`config.mk`:
```
export PLATFORM = sky130hd
export DESIGN_NAME = dphy_lane_mode_sequencer
export DESIGN_NICKNAME = d
export VERILOG_FILES = /design/src/dphy_seq_pkg.sv /design/src/dphy_lane_mode_sequencer.sv /design/src/dphy_settle_timer.sv
export SDC_FILE = /design/constraint.sdc
export NUM_CORES = 1
export LEC_CHECK = 0
export BUFFER_PORTS_ARGS = -buffer_cell sky130_fd_sc_hd__buf_2
export CORE_UTILIZATION = 40
export CTS_BUF_LIST = sky130_fd_sc_hd__clkbuf_2 sky130_fd_sc_hd__clkbuf_4 sky130_fd_sc_hd__clkbuf_8
export DETAILED_ROUTE_END_ITERATION = 8
export GPL_ROUTABILITY_DRIVEN = 1
export PLACE_DENSITY = 0.65
export SYNTH_ARGS = -nofsm -noshare
export SYNTH_HDL_FRONTEND = slang
export SYNTH_SLANG_ARGS = --single-unit
```
`constraint.sdc`:
```
create_clock -name ref_clk -period 4.25 [get_ports ref_clk]
set_input_delay 0.6375 -clock ref_clk [delete_from_list [all_inputs] [get_ports ref_clk]]
set_output_delay 0.6375 -clock ref_clk [all_outputs]
set_load 0.01 [all_outputs]
```
`src/dphy_seq_pkg.sv`:
```
// Shared constants and carrier types for the lane mode sequencer
package dphy_seq_pkg;

  // Fabric clock rate and high-speed bit period
  localparam int unsigned CLK_PERIOD_NS  = 100;
  localparam int unsigned UI_PS          = 2000;

  // Transmit intervals in ns, T_CLK_PRE_UI in UI (UI terms folded in with the UI period)
  localparam int unsigned T_LPX_NS       = 50;
  localparam int unsigned T_CLK_PREP_NS  = 38;
  localparam int unsigned T_CLK_PREP_MAX = 95;
  localparam int unsigned T_CLK_PZ_NS    = 300;
  localparam int unsigned T_CLK_TRAIL_NS = 60;
  localparam int unsigned T_CLK_PRE_UI   = 8;
  localparam int unsigned T_CLK_POST_NS  = 60 + (52 * UI_PS) / 1000;
  localparam int unsigned T_HS_PREP_NS   = 40 + (4 * UI_PS) / 1000;
  localparam int unsigned T_HS_PREP_MAX  = 85 + (6 * UI_PS) / 1000;
  localparam int unsigned T_HS_PZ_NS     = 145 + (10 * UI_PS) / 1000;
  localparam int unsigned T_HS_TRAIL_A   = (8 * UI_PS) / 1000;
  localparam int unsigned T_HS_TRAIL_B   = 60 + (4 * UI_PS) / 1000;
  localparam int unsigned T_HS_TRAIL_NS  = (T_HS_TRAIL_A > T_HS_TRAIL_B) ? T_HS_TRAIL_A : T_HS_TRAIL_B;

  // Settle range and defaults
  localparam int unsigned SETTLE_MIN_NS  = 40;
  localparam int unsigned SETTLE_MAX_NS  = 2590;
  localparam int unsigned T_CLK_SETTLE_NS = 95;
  localparam int unsigned T_HS_SETTLE_NS  = 145 + (10 * UI_PS) / 1000;

  // Cycle counts: least times round up, none below one
  function automatic int unsigned cyc_up(input int unsigned ns);
    int unsigned c;
    c = (ns + CLK_PERIOD_NS - 1) / CLK_PERIOD_NS;
    return (c == 0) ? 1 : c;
  endfunction

  localparam int unsigned CNT_W = 8;
  localparam logic [CNT_W-1:0] LPX_CYC       = CNT_W'(cyc_up(T_LPX_NS));
  localparam logic [CNT_W-1:0] CLK_PREP_CYC  = CNT_W'(cyc_up(T_CLK_PREP_NS));
  localparam logic [CNT_W-1:0] CLK_ZERO_CYC  = CNT_W'(cyc_up(T_CLK_PZ_NS - T_CLK_PREP_NS));
  localparam logic [CNT_W-1:0] CLK_PRE_CYC   = CNT_W'(cyc_up((T_CLK_PRE_UI * UI_PS) / 1000));
  localparam logic [CNT_W-1:0] CLK_POST_CYC  = CNT_W'(cyc_up(T_CLK_POST_NS));
  localparam logic [CNT_W-1:0] CLK_TRAIL_CYC = CNT_W'(cyc_up(T_CLK_TRAIL_NS));
  localparam logic [CNT_W-1:0] HS_PREP_CYC   = CNT_W'(cyc_up(T_HS_PREP_NS));
  localparam logic [CNT_W-1:0] HS_ZERO_CYC   = CNT_W'(cyc_up(T_HS_PZ_NS - T_HS_PREP_NS));
  localparam logic [CNT_W-1:0] HS_TRAIL_CYC  = CNT_W'(cyc_up(T_HS_TRAIL_NS));
  localparam logic [CNT_W-1:0] SET_MIN_CYC   = CNT_W'(cyc_up(SETTLE_MIN_NS));
  localparam logic [CNT_W-1:0] SET_MAX_CYC   = CNT_W'(cyc_up(SETTLE_MAX_NS));
  localparam logic [CNT_W-1:0] CLK_SET_CYC   = CNT_W'(cyc_up(T_CLK_SETTLE_NS));
  localparam logic [CNT_W-1:0] HS_SET_CYC    = CNT_W'(cyc_up(T_HS_SETTLE_NS));

  // Low-power line states {p,n}
  localparam logic [1:0] LP11 = 2'h3;
  localparam logic [1:0] LP01 = 2'h1;
  localparam logic [1:0] LP00 = 2'h0;

  // Transmit sequencer states
  typedef enum logic [11:0] {
    TX_LP11   = 12'h001,
    TX_CLP01  = 12'h002,
    TX_CLP00  = 12'h004,
    TX_CZERO  = 12'h008,
    TX_CPRE   = 12'h010,
    TX_DLP01  = 12'h020,
    TX_DLP00  = 12'h040,
    TX_DZERO  = 12'h080,
    TX_BURST  = 12'h100,
    TX_DTRAIL = 12'h200,
    TX_CPOST  = 12'h400,
    TX_CTRAIL = 12'h800
  } tx_state_t;

  // Lane drive carrier
  typedef struct packed {
    logic       hs_en;
    logic       hs_zero;
    logic       hs_inv;
    logic [1:0] lp;
  } lane_drive_t;

  // Settle timer configuration carrier
  typedef struct packed {
    logic [CNT_W-1:0] clk_settle;
    logic [CNT_W-1:0] hs_settle;
  } settle_cfg_t;

endpackage

```
`src/dphy_lane_mode_sequencer.sv`:
```
// Clock and data lane low-power / high-speed mode sequencer
//
// What this block does
// - Each lane alternates LP and HS mode with timed transitions on every switch.
// - HS entry steps the lane LP-11, LP-01, LP-00 in order.
// - HS exit drives the lane back to LP-11.
// - Clock keeps toggling for the post interval after data returns to LP.
// - HS clock runs at least 8 UI before data leaves LP.
// - Clock lane holds LP-00 200 ns (CLK_PREP_CYC + 1 cycles) before HS-0, not the 38 to 95 ns window.
// - Receiver ignores clock HS transitions during clock settle window.
// - Clock lane holds HS-0 at least 60 ns after last clock bit.
// - Clock prepare plus clock zero lasts at least 300 ns.
// - Data lane holds LP-00 200 ns (HS_PREP_CYC + 1 cycles) before HS-0, above the 97 ns prepare maximum.
// - Receiver ignores data HS transitions during data settle window.
// - Receiver responds to data transitions after settle window ends.
// - Data trail drives inverted state for the larger trail expression.
// - Every LP state lasts at least 50 ns.
// - Data prepare plus zero lasts at least the sync lead bound.
// - Clock and data settle timers configurable from 1 to 26 cycles (100 to 2600 ns).
module dphy_lane_mode_sequencer
  import dphy_seq_pkg::*;
(
  input  wire logic              ref_clk,
  input  wire logic              resetn,
  input  wire logic              tx_req,
  input  wire logic              tx_last,
  input  wire logic              rx_clk_lp_in,
  input  wire logic              rx_data_lp_in,
  input  wire logic              rx_data_hs_in,
  input  wire logic              rx_hs_clk_in,
  input  settle_cfg_t            settle_cfg,
  output lane_drive_t            clk_lane,
  output lane_drive_t            data_lane,
  output logic                   clk_toggle_en,
  output logic                   tx_ready,
  output logic                   rx_data_valid,
  output logic                   rx_data_bit,
  output logic                   rx_clk_active
);

  ////////////////////////////////////////////////////////////////////////
  // State record

  typedef struct packed {
    tx_state_t        tx;
    logic [CNT_W-1:0] cnt;
    lane_drive_t      clk_lane;
    lane_drive_t      data_lane;
    logic             clk_toggle_en;
    logic             tx_ready;
    logic [1:0]       s_clk_lp;
    logic [1:0]       s_data_lp;
    logic [1:0]       s_data_hs;
    logic [1:0]       s_hs_clk;
    logic             hs_clk_d;
    logic             clk_lp_d;
    logic             data_lp_d;
    logic             rx_data_valid;
    logic             rx_data_bit;
    logic             rx_clk_active;
  } seq_t;

  seq_t st;
  seq_t next_st;

  logic             clk_start;
  logic             data_start;
  logic             clk_ignore;
  logic             clk_accept;
  logic             data_ignore;
  logic             data_accept;
  logic [CNT_W-1:0] clk_load;
  logic [CNT_W-1:0] data_load;

  // Clamp a requested settle count into the supported range
  function automatic logic [CNT_W-1:0] clamp_settle(input logic [CNT_W-1:0] v);
    if (v < SET_MIN_CYC)
      return SET_MIN_CYC;
    else if (v > SET_MAX_CYC)
      return SET_MAX_CYC;
    else
      return v;
  endfunction

  // Drive pattern for a lane in a low-power state
  function automatic lane_drive_t lp_drive(input logic [1:0] lp);
    lane_drive_t d;
    d       = '0;
    d.lp    = lp;
    return d;
  endfunction

  // Drive pattern for a lane in high-speed mode
  function automatic lane_drive_t hs_drive(input logic zero, input logic inv);
    lane_drive_t d;
    d         = '0;
    d.hs_en   = 1'b1;
    d.hs_zero = zero;
    d.hs_inv  = inv;
    return d;
  endfunction

  ////////////////////////////////////////////////////////////////////////
  // Receive settle timers

  assign clk_load  = clamp_settle(settle_cfg.clk_settle);
  assign data_load = clamp_settle(settle_cfg.hs_settle);
  // Prepare begins when a lane falls into LP-00 from LP-01
  assign clk_start  = st.clk_lp_d & ~st.s_clk_lp[1];
  assign data_start = st.data_lp_d & ~st.s_data_lp[1];

  dphy_settle_timer u_clk_settle (
    .ref_clk (ref_clk),
    .resetn  (resetn),
    .start   (clk_start),
    .load    (clk_load),
    .ignore  (clk_ignore),
    .accept  (clk_accept)
  );

  dphy_settle_timer u_data_settle (
    .ref_clk (ref_clk),
    .resetn  (resetn),
    .start   (data_start),
    .load    (data_load),
    .ignore  (data_ignore),
    .accept  (data_accept)
  );

  ////////////////////////////////////////////////////////////////////////
  // Next-state logic

  always_comb
  begin
    next_st = st;
    // Two-stage synchronisers for pin inputs
    next_st.s_clk_lp  = {st.s_clk_lp[0], rx_clk_lp_in};
    next_st.s_data_lp = {st.s_data_lp[0], rx_data_lp_in};
    next_st.s_data_hs = {st.s_data_hs[0], rx_data_hs_in};
    next_st.s_hs_clk  = {st.s_hs_clk[0], rx_hs_clk_in};
    next_st.hs_clk_d  = st.s_hs_clk[1];
    next_st.clk_lp_d  = st.s_clk_lp[1];
    next_st.data_lp_d = st.s_data_lp[1];

    // Receive: clock edges ignored in settle, data taken after it
    // Mask last window's accept in the start cycle
    next_st.rx_clk_active = ~clk_ignore & ~clk_start & clk_accept & ~st.s_clk_lp[1];
    next_st.rx_data_valid = 1'b0;
    if (data_accept && !data_ignore && !data_start && !st.s_data_lp[1]
        && st.s_hs_clk[1] != st.hs_clk_d)
    begin
      next_st.rx_data_valid = 1'b1;
      next_st.rx_data_bit   = st.s_data_hs[1];
    end

    // Interval down-counter
    if (st.cnt != '0)
      next_st.cnt = st.cnt - 8'h01;

    case (st.tx)
      TX_LP11:
      begin
        next_st.clk_lane      = lp_drive(LP11);
        next_st.data_lane     = lp_drive(LP11);
        next_st.clk_toggle_en = 1'b0;
        next_st.tx_ready      = 1'b0;
        if (tx_req && st.cnt == '0)
        begin
          next_st.tx       = TX_CLP01;
          next_st.clk_lane = lp_drive(LP01);
          next_st.cnt      = LPX_CYC;
        end
      end
      TX_CLP01:
        if (st.cnt == '0)
        begin
          next_st.tx       = TX_CLP00;
          next_st.clk_lane = lp_drive(LP00);
          next_st.cnt      = CLK_PREP_CYC;
        end
      TX_CLP00:
        if (st.cnt == '0)
        begin
          next_st.tx       = TX_CZERO;
          next_st.clk_lane = hs_drive(1'b1, 1'b0);
          next_st.cnt      = CLK_ZERO_CYC;
        end
      TX_CZERO:
        if (st.cnt == '0)
        begin
          next_st.tx            = TX_CPRE;
          next_st.clk_lane      = hs_drive(1'b0, 1'b0);
          next_st.clk_toggle_en = 1'b1;
          next_st.cnt           = CLK_PRE_CYC;
        end
      TX_CPRE:
        if (st.cnt == '0)
        begin
          next_st.tx        = TX_DLP01;
          next_st.data_lane = lp_drive(LP01);
          next_st.cnt       = LPX_CYC;
        end
      TX_DLP01:
        if (st.cnt == '0)
        begin
          next_st.tx        = TX_DLP00;
          next_st.data_lane = lp_drive(LP00);
          next_st.cnt       = HS_PREP_CYC;
        end
      TX_DLP00:
        if (st.cnt == '0)
        begin
          next_st.tx        = TX_DZERO;
          next_st.data_lane = hs_drive(1'b1, 1'b0);
          next_st.cnt       = HS_ZERO_CYC;
        end
      TX_DZERO:
        if (st.cnt == '0)
        begin
          next_st.tx        = TX_BURST;
          next_st.data_lane = hs_drive(1'b0, 1'b0);
          next_st.tx_ready  = 1'b1;
        end
      TX_BURST:
        if (tx_last)
        begin
          next_st.tx        = TX_DTRAIL;
          next_st.tx_ready  = 1'b0;
          next_st.data_lane = hs_drive(1'b0, 1'b1);
          next_st.cnt       = HS_TRAIL_CYC;
        end
      TX_DTRAIL:
        if (st.cnt == '0)
        begin
          next_st.tx        = TX_CPOST;
          next_st.data_lane = lp_drive(LP11);
          next_st.cnt       = CLK_POST_CYC;
        end
      TX_CPOST:
        if (st.cnt == '0)
        begin
          next_st.tx            = TX_CTRAIL;
          next_st.clk_toggle_en = 1'b0;
          next_st.clk_lane      = hs_drive(1'b1, 1'b0);
          next_st.cnt           = CLK_TRAIL_CYC;
        end
      TX_CTRAIL:
        if (st.cnt == '0)
        begin
          next_st.tx       = TX_LP11;
          next_st.clk_lane = lp_drive(LP11);
          next_st.cnt      = LPX_CYC;
        end
      default:
      begin
        next_st.tx  = TX_LP11;
        next_st.cnt = '0;
      end
    endcase
  end

  ////////////////////////////////////////////////////////////////////////
  // State register

  always_ff @(posedge ref_clk or negedge resetn)
  begin
    if (!resetn)
    begin
      st           <= '0;
      st.tx        <= TX_LP11;
      st.clk_lane  <= '{hs_en: 1'b0, hs_zero: 1'b0, hs_inv: 1'b0, lp: LP11};
      st.data_lane <= '{hs_en: 1'b0, hs_zero: 1'b0, hs_inv: 1'b0, lp: LP11};
      st.s_clk_lp  <= 2'h3;
      st.s_data_lp <= 2'h3;
      st.clk_lp_d  <= 1'b1;
      st.data_lp_d <= 1'b1;
    end
    else
      st <= next_st;
  end

  // Outputs straight from state flops
  assign clk_lane      = st.clk_lane;
  assign data_lane     = st.data_lane;
  assign clk_toggle_en = st.clk_toggle_en;
  assign tx_ready      = st.tx_ready;
  assign rx_data_valid = st.rx_data_valid;
  assign rx_data_bit   = st.rx_data_bit;
  assign rx_clk_active = st.rx_clk_active;

endmodule

```
`src/dphy_settle_timer.sv`:
```
// Receive settle window timer for one lane
module dphy_settle_timer
  import dphy_seq_pkg::*;
(
  input  wire logic             ref_clk,
  input  wire logic             resetn,
  input  wire logic             start,
  input  wire logic [CNT_W-1:0] load,
  output logic                  ignore,
  output logic                  accept
);

  typedef struct packed {
    logic [CNT_W-1:0] cnt;
    logic             run;
    logic             done;
  } timer_t;

  timer_t st;
  timer_t next_st;

  // Down-counter from prepare start; accept once window elapses
  always_comb
  begin
    next_st = st;
    if (start)
    begin
      next_st.cnt  = load;
      next_st.run  = 1'b1;
      next_st.done = 1'b0;
    end
    else if (st.run)
    begin
      if (st.cnt <= 8'h01)
      begin
        next_st.run  = 1'b0;
        next_st.done = 1'b1;
      end
      else
      begin
        next_st.cnt = st.cnt - 8'h01;
      end
    end
  end

  always_ff @(posedge ref_clk or negedge resetn)
  begin
    if (!resetn)
      st <= '0;
    else
      st <= next_st;
  end

  assign ignore = st.run;
  assign accept = st.done;

endmodule

```
* Word level (Yosys, flattened, before mapping)
Index checks and enable logic that the tools add are counted.
Word-level totals: register bits after elaboration 66, latch bits 0, bits in writable memories 0, ROM bits 0, output and inout port bits 15, word-level logic and storage cells 141, memories kept 0
Operators by class: $add $sub $neg 3, multiply operators 0, div/mod/pow operators 0, magnitude comparators 6, equal/unequal tests 27, shift operators 0, multiplexer cells 41, bitwise gates (word level) 9, reduce and logical (&&, ||, !) cells 27
Operators with widths (number):
- $mux W25 | 6
- $pmux W12 S12 | 1
- $mux W20 | 5
- $pmux W8 S12 | 1
- $mux W8 | 7
- $mux W10 | 4
- $pmux W5 S7 | 1
- $mux W5 | 6
- $pmux W5 S6 | 1
- $ne A2 B2 Y1 const B | 14
- $sub A8 B1 Y8 const B | 3
- $gt A8 B5 Y1 const B | 2
- $le A8 B1 Y1 const B | 2
- $lt A8 B1 Y1 const B | 2
- $eq A12 B1 Y1 const B | 1
- $eq A12 B10 Y1 const B | 1
- $eq A12 B11 Y1 const B | 1
- $eq A12 B12 Y1 const B | 1
- $eq A12 B2 Y1 const B | 1
- $eq A12 B3 Y1 const B | 1
- $eq A12 B4 Y1 const B | 1
- $eq A12 B5 Y1 const B | 1
- $eq A12 B6 Y1 const B | 1
- $eq A12 B7 Y1 const B | 1
- 22 further kinds | 48

* Logic depth before layout (Yosys ltp)
Gate-level depths: netlist (run 1).
depth in word-level cells 7, depth in mapped cells 11, gate-level depth less buffers 9

* Cells and area by module
Synthesis (run 1) repeated with hierarchy kept, for this count alone.
Unflattened totals: cells, all modules 404, area, all modules 3844.9 um^2
Modules (own cells, without submodules):
- dphy_lane_mode_sequencer | times used 1, cells each 276, area each 2626.3 um^2, seq. area each 1139.8 um^2
- dphy_settle_timer | times used 2, cells each 64, area each 609.3 um^2, seq. area each 250.2 um^2

* Worst setup path after synthesis (run 1)
Ideal clock, no wire load.
kind register to register, from register st[26] in the netlist's numbering, to register st[26] in the netlist's numbering, setup time 0.138 ns, arrival 2.457 ns, path slack 1.655 ns, cell stages (with the launch flop) 12, clock period less this slack 2.595 ns, cell sequence dfrtp_1 inv_1 ha_1 or3b_2 clkbuf_1 nor3_2 clkinv_1 clkbuf_1 ha_1 inv_1 o21ai_0 o2111ai_1
RTL lines:
- from (decl) | line dphy_lane_mode_sequencer.sv:63 | seq_t st;
- from (signal assigned) | line dphy_lane_mode_sequencer.sv:279 | st <= next_st;

==> results, run 1 <==
- The run finished with clean final reports.
- Adding up every negative setup slack in the final design gives 0 ns.
- The clock arrives with ~0.0073 ns of skew.
- In this run the deepest clock path goes through 2 buffers.
- The CTS tree is done.
- Global routing used roughly 18% of the available tracks.
- The flip-flop cell with the highest count after synthesis is dfrtp_1.
- Data on the critical path is required at its endpoint by 4.47 ns.
- The area added between synthesis and finish is 11.3%.
- Yosys mapped the design onto 68 distinct sky130hd cell types.
- The chip height is about 97 um.
- The number of buffers inserted during clock tree synthesis is 9.
- The worst hold path begins at next_st[7].
- The detailed placement HPWL is 5580 um.
- The power per cell area is 555 nW/um2.
- For flop-to-flop paths, the worst setup slack is approximately 1.4 ns.
- The residual overflow from global routing is 0.
- After clock tree synthesis, the clock-pin slew on the worst setup and hold paths is 0.07 ns.
- After synthesis the cells add up to around 3600 um2.
- Entering global routing, the biggest net connects 34 pins.
- The yosys synthesis warning count is 0.
- The floorplan step defined a die boundary enclosing 9390 um2.
- The number of antenna violations at the first check in global routing is 0.
- The total area inside the core boundary comes to 8720 um2.
- Setup repair after global routing left no endpoint under its margin.
- The share of the synthesized area in the top cell type is 37.5%.
- Gates resized during post-CTS repair numbered 0.
- For this run, the slowest stage of the critical path takes 0.52 ns.
- The endpoint identified for the worst register-to-register timing path is st[26].
- The number of input and output port buffers inserted is 37.
- The count of maximum capacitance violations is 0.
- The H-tree depth reported by CTS is 3.
- The critical path in this run is classified as flip-flop to flip-flop.
- The fraction of layout instances using a drive strength above 1 is between 20% and 30%.
- For hold timing, the worst endpoint is next_st[5].
- The sequential element share of the synthesized area is 45.5%.
- The remaining antenna violation count is 0.
- At the end of routability-driven placement, the weighted congestion stood at roughly 0.90.
- The share of synthesized flip-flops with an asynchronous set or reset is 100%.
- Synthesis inferred 65 register bits.
- Static timing analysis puts the maximum clock frequency at 346 MHz.
- In the routed design, unresolved DRC markers number 0.
- The number of enable flip-flop cells after synthesis is 0.
- The routed wirelength normalized by instance count is 15.6 um.
- The via count of the routed design is 2856.
- After detailed routing, the number of vias per cell comes to 5.68.
- In this run, placement finished with an instance count of a little under 500.
- After the last flow step, the layout net total stands at 421.
- The worst ir drop on vdd is 221 uV.
- For the pin with the worst max-slew slack, the measured transition is 1.02 ns.
- The mean post-synth cell area is a little under 10 um2.
- The later pin in the worst-skew pair is clocked with a latency of between 0.3 and 0.4 ns.
- The static leakage power is around 0.0018 uW.
- Hold repair after CTS inserted 0 buffers.
- The hold violation total from the final report is 0.
- The element type at the critical path end is a flip-flop.
- Of all cell types, the one taking the most synthesized area is dfrtp_1.
- For the worst flop-to-flop path, the logic depth is 10.
- The clock tree root buffer cell is clkbuf_8.
- The floorplan step set the die width to a little under 100 um.
- The detailed-routing iteration count for the pre-antenna-repair pass is 5.
- In this run the worst path has a maximum fanout of 18.
- Walking the worst path, the cells encountered are inv_1, ha_1, or3b_2, nor3_2, buf_4, clkinv_1, ha_1, inv_1, o21ai_0, o2111ai_1.
- The smallest clock period supported by the final layout is computed as a little under 3 ns.
- The effective utilization at floorplan is 41.3%.
- The number of failing setup endpoints in the final timing report is 0.
- The number of non-filler instances in the completed layout is 503.
- The global-route wire length before repair is 13200 um.
- Sorting the synthesized cells by area gives the leading types as dfrtp_1 (38%), dfstp_2 (8.0%), nor2_1 (4.1%).
- The total inserted antenna cells is 0.
- The tightest min-delay check is of the flip-flop to flip-flop type.
- Sorting the synthesized cells by how often they occur yields dfrtp_1 (54), nor2_1 (39), a21oi_1 (20), o21ai_0 (15), inv_1 (14).
- The kind of start point of the critical path is a flip-flop.
- The violation count after the first detailed-routing iteration is about 120.
- Buffers added to address setup during post-CTS repair amount to 0.
- The floorplan has 34 rows.
- The cell with the largest stage delay on the worst path is or3b_2.
- The total buffers and inverters traversed by the critical path is 4.
- The post-synthesis net count is 395.
- After technology mapping, the gate count stands at between 300 and 400.
- The post-route clock period utilization is 67.9%.
- For this design the top-level I/O count stands at 39.
- The clock sink count is 65.
- The number of global-route vias before repair is between 2000 and 3000.
- The sum of routed wire length over all layers is 7870 um.
- The launch instance of the worst register-to-register path is st[26].
- The data arrival time of the worst path is 3.11 ns.
- The power consumption is roughly 2200 uW.
- The worst hold path passes through 0 cells.
- The most common cell in the netlist is dfrtp_1.
- Among cell families on the critical path, the largest total delay comes from buffers and inverters.
- In this run the tightest slew margin relative to its limit is 31.1%.
- The critical path starts at st[26].
- The count of final max-slew check failures came to 0.
sequential cells by signal, indices dropped and copies added, names as in the netlist, 4 cells and up:
signal,cells
clk_lane,4
data_lane,5
u_clk_settle.st,8
st,24
next_st,7
u_data_settle.st,8
worst max-delay path by stage:
stage,endpoint,slack (ns),depth (start not counted)
after floorplan,st[26],1.66,11
after global placement,st[26],1.47,10
after detailed placement,st[26],1.42,10
after CTS,st[26],1.39,10
after global routing,st[26],1.11,10
final,st[26],1.36,10
stage by stage:
| stage | instance area (um2) | utilization (%) | hold slack (ns) | setup WS, ns |
|---|---|---|---|---|
| after global routing | 4010 | 46.0 | 0.352 | 1.11 |
| after floorplan | 3600 | - | 0.331 | 1.66 |
| after global placement | 3800 | 43.6 | 0.334 | 1.47 |
| after detailed placement | 3800 | 43.6 | 0.337 | 1.42 |
| final | 4010 | 46.0 | 0.351 | 1.36 |
| after CTS | 4010 | 46.0 | 0.351 | 1.39 |
cell usage in the layout, fill, tap and decap left out, types with 4 or more instances in the layout:
master,n
nor4_1,13
nand4_1,7
buf_4,4
nand2_1,13
dfrtp_1,54
or3_1,6
a31oi_1,5
o21ai_0,15
clkbuf_8,10
xnor2_1,11
a21oi_1,20
a21o_1,4
ha_1,7
or4_1,8
buf_2,37
mux2i_1,4
dfstp_2,11
inv_1,14
xor2_1,9
nor2b_1,5
mux2_4,4
nand2b_1,4
nor2_1,39
nor3_1,11
nand3_1,9
o22ai_1,4
report_power, final:
part / switching, uW / internal, uW / leakage (uW)
clock network: 252 / 287 / 0.0000985
registers: 133 / 747 / 0.000814
logic: 454 / 354 / 0.000845
worst register-to-register path: stages (launching register included):
cell and delay [ns]:
dfrtp_1 0.41, inv_1 0.09, ha_1 0.17, or3b_2 0.52
nor3_2 0.17, buf_4 0.20, clkinv_1 0.42, ha_1 0.46
inv_1 0.04, o21ai_0 0.15, o2111ai_1 0.13
metal layers:
layer / wire, um / track usage [%] / up-vias
met5: 0 / 0 / -
met4: 131 / 6.08 / 0
met3: 415 / 5.35 / 16
met2: 3820 / 28.5 / 72
met1: 3500 / 22.3 / 1383
li1: - / - / 1385
layout make-up:
cell class / count / area [um2]
clock buffer: 10 / 138
timing repair buffer: 41 / 215
tap: 108 / 135
clock inverter: 6 / 67.6
inverter: 15 / 56.3
fill: 810 / 4710
sequential: 65 / 1640
multi-input combinational: 258 / 1760
kinds of logic (layout without fill, tap and decap cells):
logic type | after synthesis | in the layout | share of synthesized area [%]
flops | 65 | 65 | 45.5
compound gates | 83 | 83 | 16.2
other cells | 1 | 1 | 0.104
mux | 10 | 10 | 3.40
xor+xnor | 20 | 20 | 4.86
fa+ha+maj | 7 | 7 | 2.43
simple gates | 137 | 137 | 21.8
buf+inv | 41 | 72 | 5.66
Power figures use the tool's default switching activity.
==> inputs of run 2 (changes only) <==
Settings changed: PLACE_DENSITY 0.65 to 0.67.
Clock period 4.25 ns to 2.6 ns, I/O delays scaled along.
==> results, run 2 (same netlist as run 1, synthesis figures left out) <==
- The internal reg-to-reg setup slack is 0.14 ns (was 1.36 ns).
- The launch instance of the worst register-to-register path is st[26] (unchanged).
- The capture point of the worst reg-to-reg path is st[41] (was st[26]).
- The detailed-routing iteration count for the pre-antenna-repair pass came to 4 (was 5).
- The clock sink count is 65 (unchanged).
- The remaining antenna violation count is 0 (unchanged).
- The amount of wire on met2 after detailed routing came to 3720 um (was 3820 um).
- The largest driver fanout on the critical path is 11 (was 18).
- The count of maximum capacitance violations is 0 (unchanged).
- The core area is 8720 um2 (unchanged).
- The sum of routed wire length over all layers is 8030 um (was 7870 um).
- The number of antenna violations at the first check in global routing came to 0 (unchanged).
- The I/O pin count is 39 (unchanged).
- The minimum setup slack after placement is 0.0960 ns (was 1.42 ns).
- The global-route wire length before repair is 13700 um (was 13200 um).
- The number of input and output port buffers inserted came to 37 (unchanged).
- The maximum number of pins on one net before global-route repair came to 43 (was 34).
- The slew at the pin closest to its max-slew limit is 0.711 ns (was 1.02 ns).
- Cells along the critical path: inv_1, ha_1, or3b_2, nor3_2, buf_6, a21boi_2, a211o_2, a22o_1 (was inv_1, ha_1, or3b_2, nor3_2, buf_4, clkinv_1, ha_1, inv_1, o21ai_0, o2111ai_1).
- The global router's overall resource usage is 18.2% (was 17.6%).
- The number of failing setup endpoints in the final timing report is 0 (unchanged).
- The violation count after the first detailed-routing iteration was 96 (was 121).
- The setup skew after layout is 0.0129 ns (was 0.00733 ns).
- The worst ir drop on vdd was 319 uV (was 221 uV).
- The fraction of layout instances using a drive strength above 1 was 26.4% (was 22.8%).
- Unrepaired setup endpoints after global routing: yes (was no).
- The detailed route wirelength on metal3 is 407 um (was 415 um).
- The element type at the critical path end was a flip-flop (unchanged).
- The shortest clock period the worst path allows after layout is 2.46 ns (was 2.89 ns).
- Largest regs: st x24, u_clk_settle.st x8, u_data_settle.st x8 (unchanged).
- The number of buffers inserted during clock tree synthesis is 9 (unchanged).
- The chip height is 96.9 um (unchanged).
- The worst slew slack as a fraction of its limit was 52.1% (was 31.1%).
- The post-route clock period utilization is 94.7% (was 67.9%).
- The cell with the largest stage delay on the worst path is or3b_2 (unchanged).
- The kind of critical path was flip-flop to flip-flop (unchanged).
- The most common cell after layout, fill and taps aside is dfrtp_1 (unchanged).
- The routed via count divided by cell count came to 5.69 (was 5.68).
- The worst stage delay on the critical path is 0.52 ns (about the same).
- The post-layout net count is 439 (was 421).
- The highest clock rate is 406 MHz (was 346 MHz).
- The flip-flop count of the largest register after layout is 24 (unchanged).
- The clock latency on the worst-skew pair is 0.35 ns (about the same).
- The worst hold slack across all endpoints is 0.0391 ns (was 0.351 ns).
- The final weighted congestion in routability-driven placement came to 0.921 (was 0.898).
- The wire length on met1 came to 3710 um (was 3500 um).
- The detailed placement HPWL is 5790 um (was 5580 um).
- The power per cell area is 900 nW/um2 (was 555 nW/um2).
- The routed wirelength normalized by instance count came to 15.4 um (was 15.6 um).
- Status: complete, no violations (unchanged).
- The family with the most delay on the worst path is simple AND/OR/NAND/NOR gates (was buffers and inverters).
- The kind of start point of the critical path was a flip-flop (unchanged).
- The power consumption is 3750 uW (was 2230 uW).
- The H-tree depth reported by CTS was 3 (unchanged).
- The clock tree root buffer cell is clkbuf_8 (unchanged).
- The register with the most flip-flops is st (unchanged).
- The buffer levels on the longest clock path is 2 (unchanged).
- The number of global-route vias before repair is 2837 (was 2728).
- The via count of the routed design was 2963 (was 2856).
- The total inserted antenna cells is 0 (unchanged).
- The number of buffers inserted by hold repair at cts was 0 (unchanged).
- The residual overflow from global routing is 0 (unchanged).
- The count of final max-slew check failures is 0 (unchanged).
- The uppermost layer routed is met4 (unchanged).
- The final-layout fill cell count is 817 (was 810).
- The CTS tree is done (unchanged).
- The clock transition at the registers of the reported paths is 0.08 ns (was 0.07 ns).
- The total buffers and inverters traversed by the critical path was 2 (was 4).
- The path category of the worst min-delay check is input pin to async pin (was flip-flop to flip-flop).
- The minimum setup slack in the final design was 0.138 ns (was 1.36 ns).
- The area of the die is 9390 um2 (unchanged).
- The path depth of the worst reg2reg path is 8 (was 10).
- The data arrival time of the worst path is 2.70 ns (was 3.11 ns).
- The static leakage power came to 0.00186 uW (was 0.00176 uW).
- The worst path required time is 2.84 ns (was 4.47 ns).
- The area added between synthesis and finish was 15.5% (was 11.3%).
- The die outline width came to 96.9 um (unchanged).
- The number of DRC violations after detailed routing is 0 (unchanged).
- The total number of placement rows was 34 (unchanged).
- The hold violation total from the final report is 0 (unchanged).
- The effective utilization at floorplan is 41.3% (unchanged).
- Most used cells in the layout excluding fill and tap cells: dfrtp_1 (54), nor2_1 (39), buf_2 (37) (unchanged).
run 2: cell count changes in the layout (fill, tap and decap cells not counted):
cell | before | now
buf_12 | 0 | 1
buf_4 | 4 | 20
buf_6 | 0 | 1
clkinv_1 | 1 | 0
clkinv_2 | 1 | 2
clkinvlp_4 | 2 | 0
inv_2 | 0 | 1
inv_6 | 0 | 1
run 2: worst max-delay path by stage:
| stage | startpoint | end | slack, ns | cells after the start |
|---|---|---|---|---|
| floorplan | st[26] | st[26] | 0.005 | 11 |
| global placement | st[44] | data_lane[3] | 0.17 | 5 |
| detailed placement | st[26] | st[35] | 0.1 | 9 |
| CTS | st[26] | st[35] | 0.08 | 9 |
| finish | st[26] | st[41] | 0.14 | 8 |
| global route | st[26] | st[39] | -0.004 | 8 |
run 2: what timing repair did:
action,in CTS,in global routing
gates resized for setup,0,2
setup buffers,0,0
setup endpoints to repair,0,6
run 2: through the flow:
stage	cell area, um2	TNS, ns	cells	utilization, %
6_report	4160	0	521	47.7
5_1_grt	4160	-0.00433	521	47.7
4_1_cts	4160	0	521	47.7
3_5_place_dp	3950	0	505	45.3
3_3_place_gp	3950	0	505	45.3
2_1_floorplan	3600	0	364	-
run 2: routing by layer:
metal	track usage, %	up-vias
met5	0	-
met4	8.15	0
met3	5.06	18
met2	27.1	92
met1	24.6	1421
li1	-	1432
run 2: where the power goes:
group | internal (uW) | total, uW | switching (uW)
Combinational | 652 | 1440 | 792
Sequential | 1220 | 1420 | 201
Clock | 472 | 879 | 407
Total | 2350 | 3750 | 1400
run 2: area by class of cell:
cell class	count	area [um2]	area share (%)
Clock buffer	10	138	3.31
Clock inverter	6	66.3	1.59
Inverter	15	56.3	1.35
Multi-Input combinational cell	258	1760	42.3
Sequential cell	65	1640	39.4
Tap cell	108	135	3.25
Timing Repair Buffer	59	367	8.81
==> inputs of run 3 (changes only) <==
Settings changed: HOLD_SLACK_MARGIN set to 0.05.
==> results, run 3 (same netlist as run 1, synthesis figures left out) <==
- The routed via count divided by cell count is 5.62 (was 5.69).
- The combinational share of power was 38.6% (about the same).
- The largest driver fanout on the critical path is 11 (unchanged).
- The minimum setup slack in the final design is 0.141 ns (was 0.138 ns).
- The setup skew after layout was 0.0130 ns (was 0.0129 ns).
- The post-route clock period utilization was 94.6% (was 94.7%).
- The count of maximum capacitance violations is 0 (unchanged).
- The net switching share of the total power came to 37.3% (was 37.4%).
- Most used cells in the layout excluding fill and tap cells: dfrtp_1 (54), nor2_1 (39), buf_2 (37) (unchanged).
- The area added between synthesis and finish was 15.8% (was 15.5%).
- The post-layout net count is 440 (was 439).
- The capture point of the worst reg-to-reg path was st[41] (unchanged).
- The startpoint identified for the worst hold timing path is rx_data_lp_in.
- The hold-critical path endpoint is next_st[11].
- The data arrival time of the worst path is 2.70 ns (about the same).
- The I/O pin count was 39 (unchanged).
- The highest clock rate was 407 MHz (was 406 MHz).
- The global-route wire length before repair is 13700 um (unchanged).
- The worst ir drop on vdd was 317 uV (was 319 uV).
- The path category of the worst min-delay check is input pin to flip-flop (was input pin to async pin).
- The element type at the critical path end is a flip-flop (unchanged).
- The minimum setup slack after placement is 0.0960 ns (unchanged).
- The violation count after the first detailed-routing iteration is 102 (was 96).
- The worst path required time is 2.84 ns (about the same).
- The number of antenna violations at the first check in global routing is 0 (unchanged).
- The static leakage power was 0.00187 uW (was 0.00186 uW).
- The total number of placement rows is 34 (unchanged).
- Status: complete, no violations (unchanged).
- The clock sink count is 65 (unchanged).
- The area of the die is 9390 um2 (unchanged).
- The worst slew slack as a fraction of its limit is 51.1% (was 52.1%).
- The hold violation total from the final report came to 0 (unchanged).
- The clock latency on the worst-skew pair is 0.35 ns (about the same).
- The core area is 8720 um2 (unchanged).
- The family with the most delay on the worst path is simple AND/OR/NAND/NOR gates (unchanged).
- The cell area after layout is 4170 um2 (was 4160 um2).
- The register with the most flip-flops was st (unchanged).
- The count of final max-slew check failures is 0 (unchanged).
- The slew at the pin closest to its max-slew limit is 0.727 ns (was 0.711 ns).
- The detailed placement HPWL is 5790 um (unchanged).
- Cells along the critical path: inv_1, ha_1, or3b_2, nor3_2, buf_6, a21boi_2, a211o_2, a22o_1 (unchanged).
- The path depth of the worst reg2reg path came to 8 (unchanged).
- The proportion of power drawn by flip-flops and latches is 38.0% (about the same).
- The internal power summed over all cells is 2350 uW (about the same).
- The worst stage delay on the critical path is 0.52 ns (about the same).
- The cell with the largest stage delay on the worst path is or3b_2 (unchanged).
- The maximum number of pins on one net before global-route repair is 43 (unchanged).
- The post-CTS setup repair buffer count came to 0 (unchanged).
- The cell count of the worst hold path is 1.
- The flip-flop count of the largest register after layout came to 24 (unchanged).
- The total buffers and inverters traversed by the critical path is 2 (unchanged).
- The total inserted antenna cells is 0 (unchanged).
- The global router's overall resource usage is 18.2% (unchanged).
- The sum of routed wire length over all layers is 8010 um (was 8030 um).
- The H-tree depth reported by CTS is 3 (unchanged).
- The CTS tree is done (unchanged).
- The clock tree root buffer cell is clkbuf_8 (unchanged).
- The effective utilization at floorplan is 41.3% (unchanged).
- The fraction of layout instances using a drive strength above 1 is 26.3% (was 26.4%).
- Unrepaired setup endpoints after global routing: yes (unchanged).
- The net load switching power is 1400 uW (about the same).
- The remaining antenna violation count is 0 (unchanged).
- The via count of the routed design is 2936 (was 2963).
- The chip height was 96.9 um (unchanged).
- The kind of critical path is flip-flop to flip-flop (unchanged).
- The number of failing setup endpoints in the final timing report is 0 (unchanged).
- The internal reg-to-reg setup slack is 0.14 ns (about the same).
- The final standard cell utilization of the core is 47.8% (was 47.7%).
- The number of global-route vias before repair was 2837 (unchanged).
- The launch instance of the worst register-to-register path was st[26] (unchanged).
- The cell area reported after detailed placement was 3950 um2 (unchanged).
- Largest regs: st x24, u_clk_settle.st x8, u_data_settle.st x8 (unchanged).
- The routed wirelength normalized by instance count is 15.3 um (was 15.4 um).
- The residual overflow from global routing was 0 (unchanged).
- The final weighted congestion in routability-driven placement was 0.921 (unchanged).
- The most common cell after layout, fill and taps aside is dfrtp_1 (unchanged).
- The buffer levels on the longest clock path is 2 (unchanged).
- The detailed-routing iteration count for the pre-antenna-repair pass is 4 (unchanged).
- The shortest clock period the worst path allows after layout is 2.46 ns (about the same).
- The number of DRC violations after detailed routing came to 0 (unchanged).
- The number of buffers inserted during clock tree synthesis is 9 (unchanged).
- The power per cell area is 898 nW/um2 (was 900 nW/um2).
- The number of input and output port buffers inserted is 37 (unchanged).
- The final setup TNS is 0 ns (unchanged).
- The clock transition at the registers of the reported paths is 0.08 ns (about the same).
- The final-layout fill cell count is 816 (was 817).
- The proportion of power drawn by the clock network is 23.4% (was 23.5%).
- The die outline width is 96.9 um (unchanged).
- The kind of start point of the critical path is a flip-flop (unchanged).
## run 3: cell count changes in the layout (fill, tap and decap cells not counted)
cell / change
dlygate4sd3_1: +1
## run 3: power groups by stage
| stage | logic (uW) | clock network, uW | registers, uW |
|---|---|---|---|
| 2_1_floorplan | 1060 | 0 | 1380 |
| 3_3_place_gp | 1400 | 0 | 1430 |
| 3_5_place_dp | 1430 | 0 | 1440 |
| 4_1_cts | 1440 | 907 | 1420 |
| 5_1_grt | 1640 | 960 | 1450 |
| 6_report | 1440 | 877 | 1420 |
## run 3: worst max path at each step
stage | depth (start not counted) | startpoint | end | slack (ns)
2_1_floorplan | 11 | st[26] | st[26] | 0.005
3_3_place_gp | 5 | st[44] | data_lane[3] | 0.17
3_5_place_dp | 9 | st[26] | st[35] | 0.1
4_1_cts | 9 | st[26] | st[35] | 0.08
5_1_grt | 8 | st[26] | st[39] | -0.004
6_report | 8 | st[26] | st[41] | 0.14
## run 3: layout make-up
cell class | instances | area, um2 | area share (%)
clock buffers | 10 | 138 | 3.30
clock inverters | 6 | 66.3 | 1.59
inverters | 15 | 56.3 | 1.35
multi-input cells | 258 | 1760 | 42.2
flip-flops and latches | 65 | 1640 | 39.3
well taps | 108 | 135 | 3.24
repair buffers | 60 | 377 | 9.03
## run 3: timing repair
action	CTS	global route
hold buffers	1	0
gates resized for setup	0	2
setup endpoints to repair	0	6
endpoints found under the hold margin	3	0
## run 3: per-layer routing
layer,vias up,share of wire (%),global-route usage [%]
li1,1433,-,-
met1,1404,47,24.6
met2,84,46,27.1
met3,15,4.6,5.06
met4,0,2.3,8.15
met5,-,0,0
## run 3: through the flow
step,hold slack (ns),total power (uW),instances
floorplan,0.0944,2440,364
global placement,0.334,2830,505
detailed placement,0.337,2860,505
CTS,0.120,3770,522
global route,0.116,4050,522
finish,0.141,3740,522
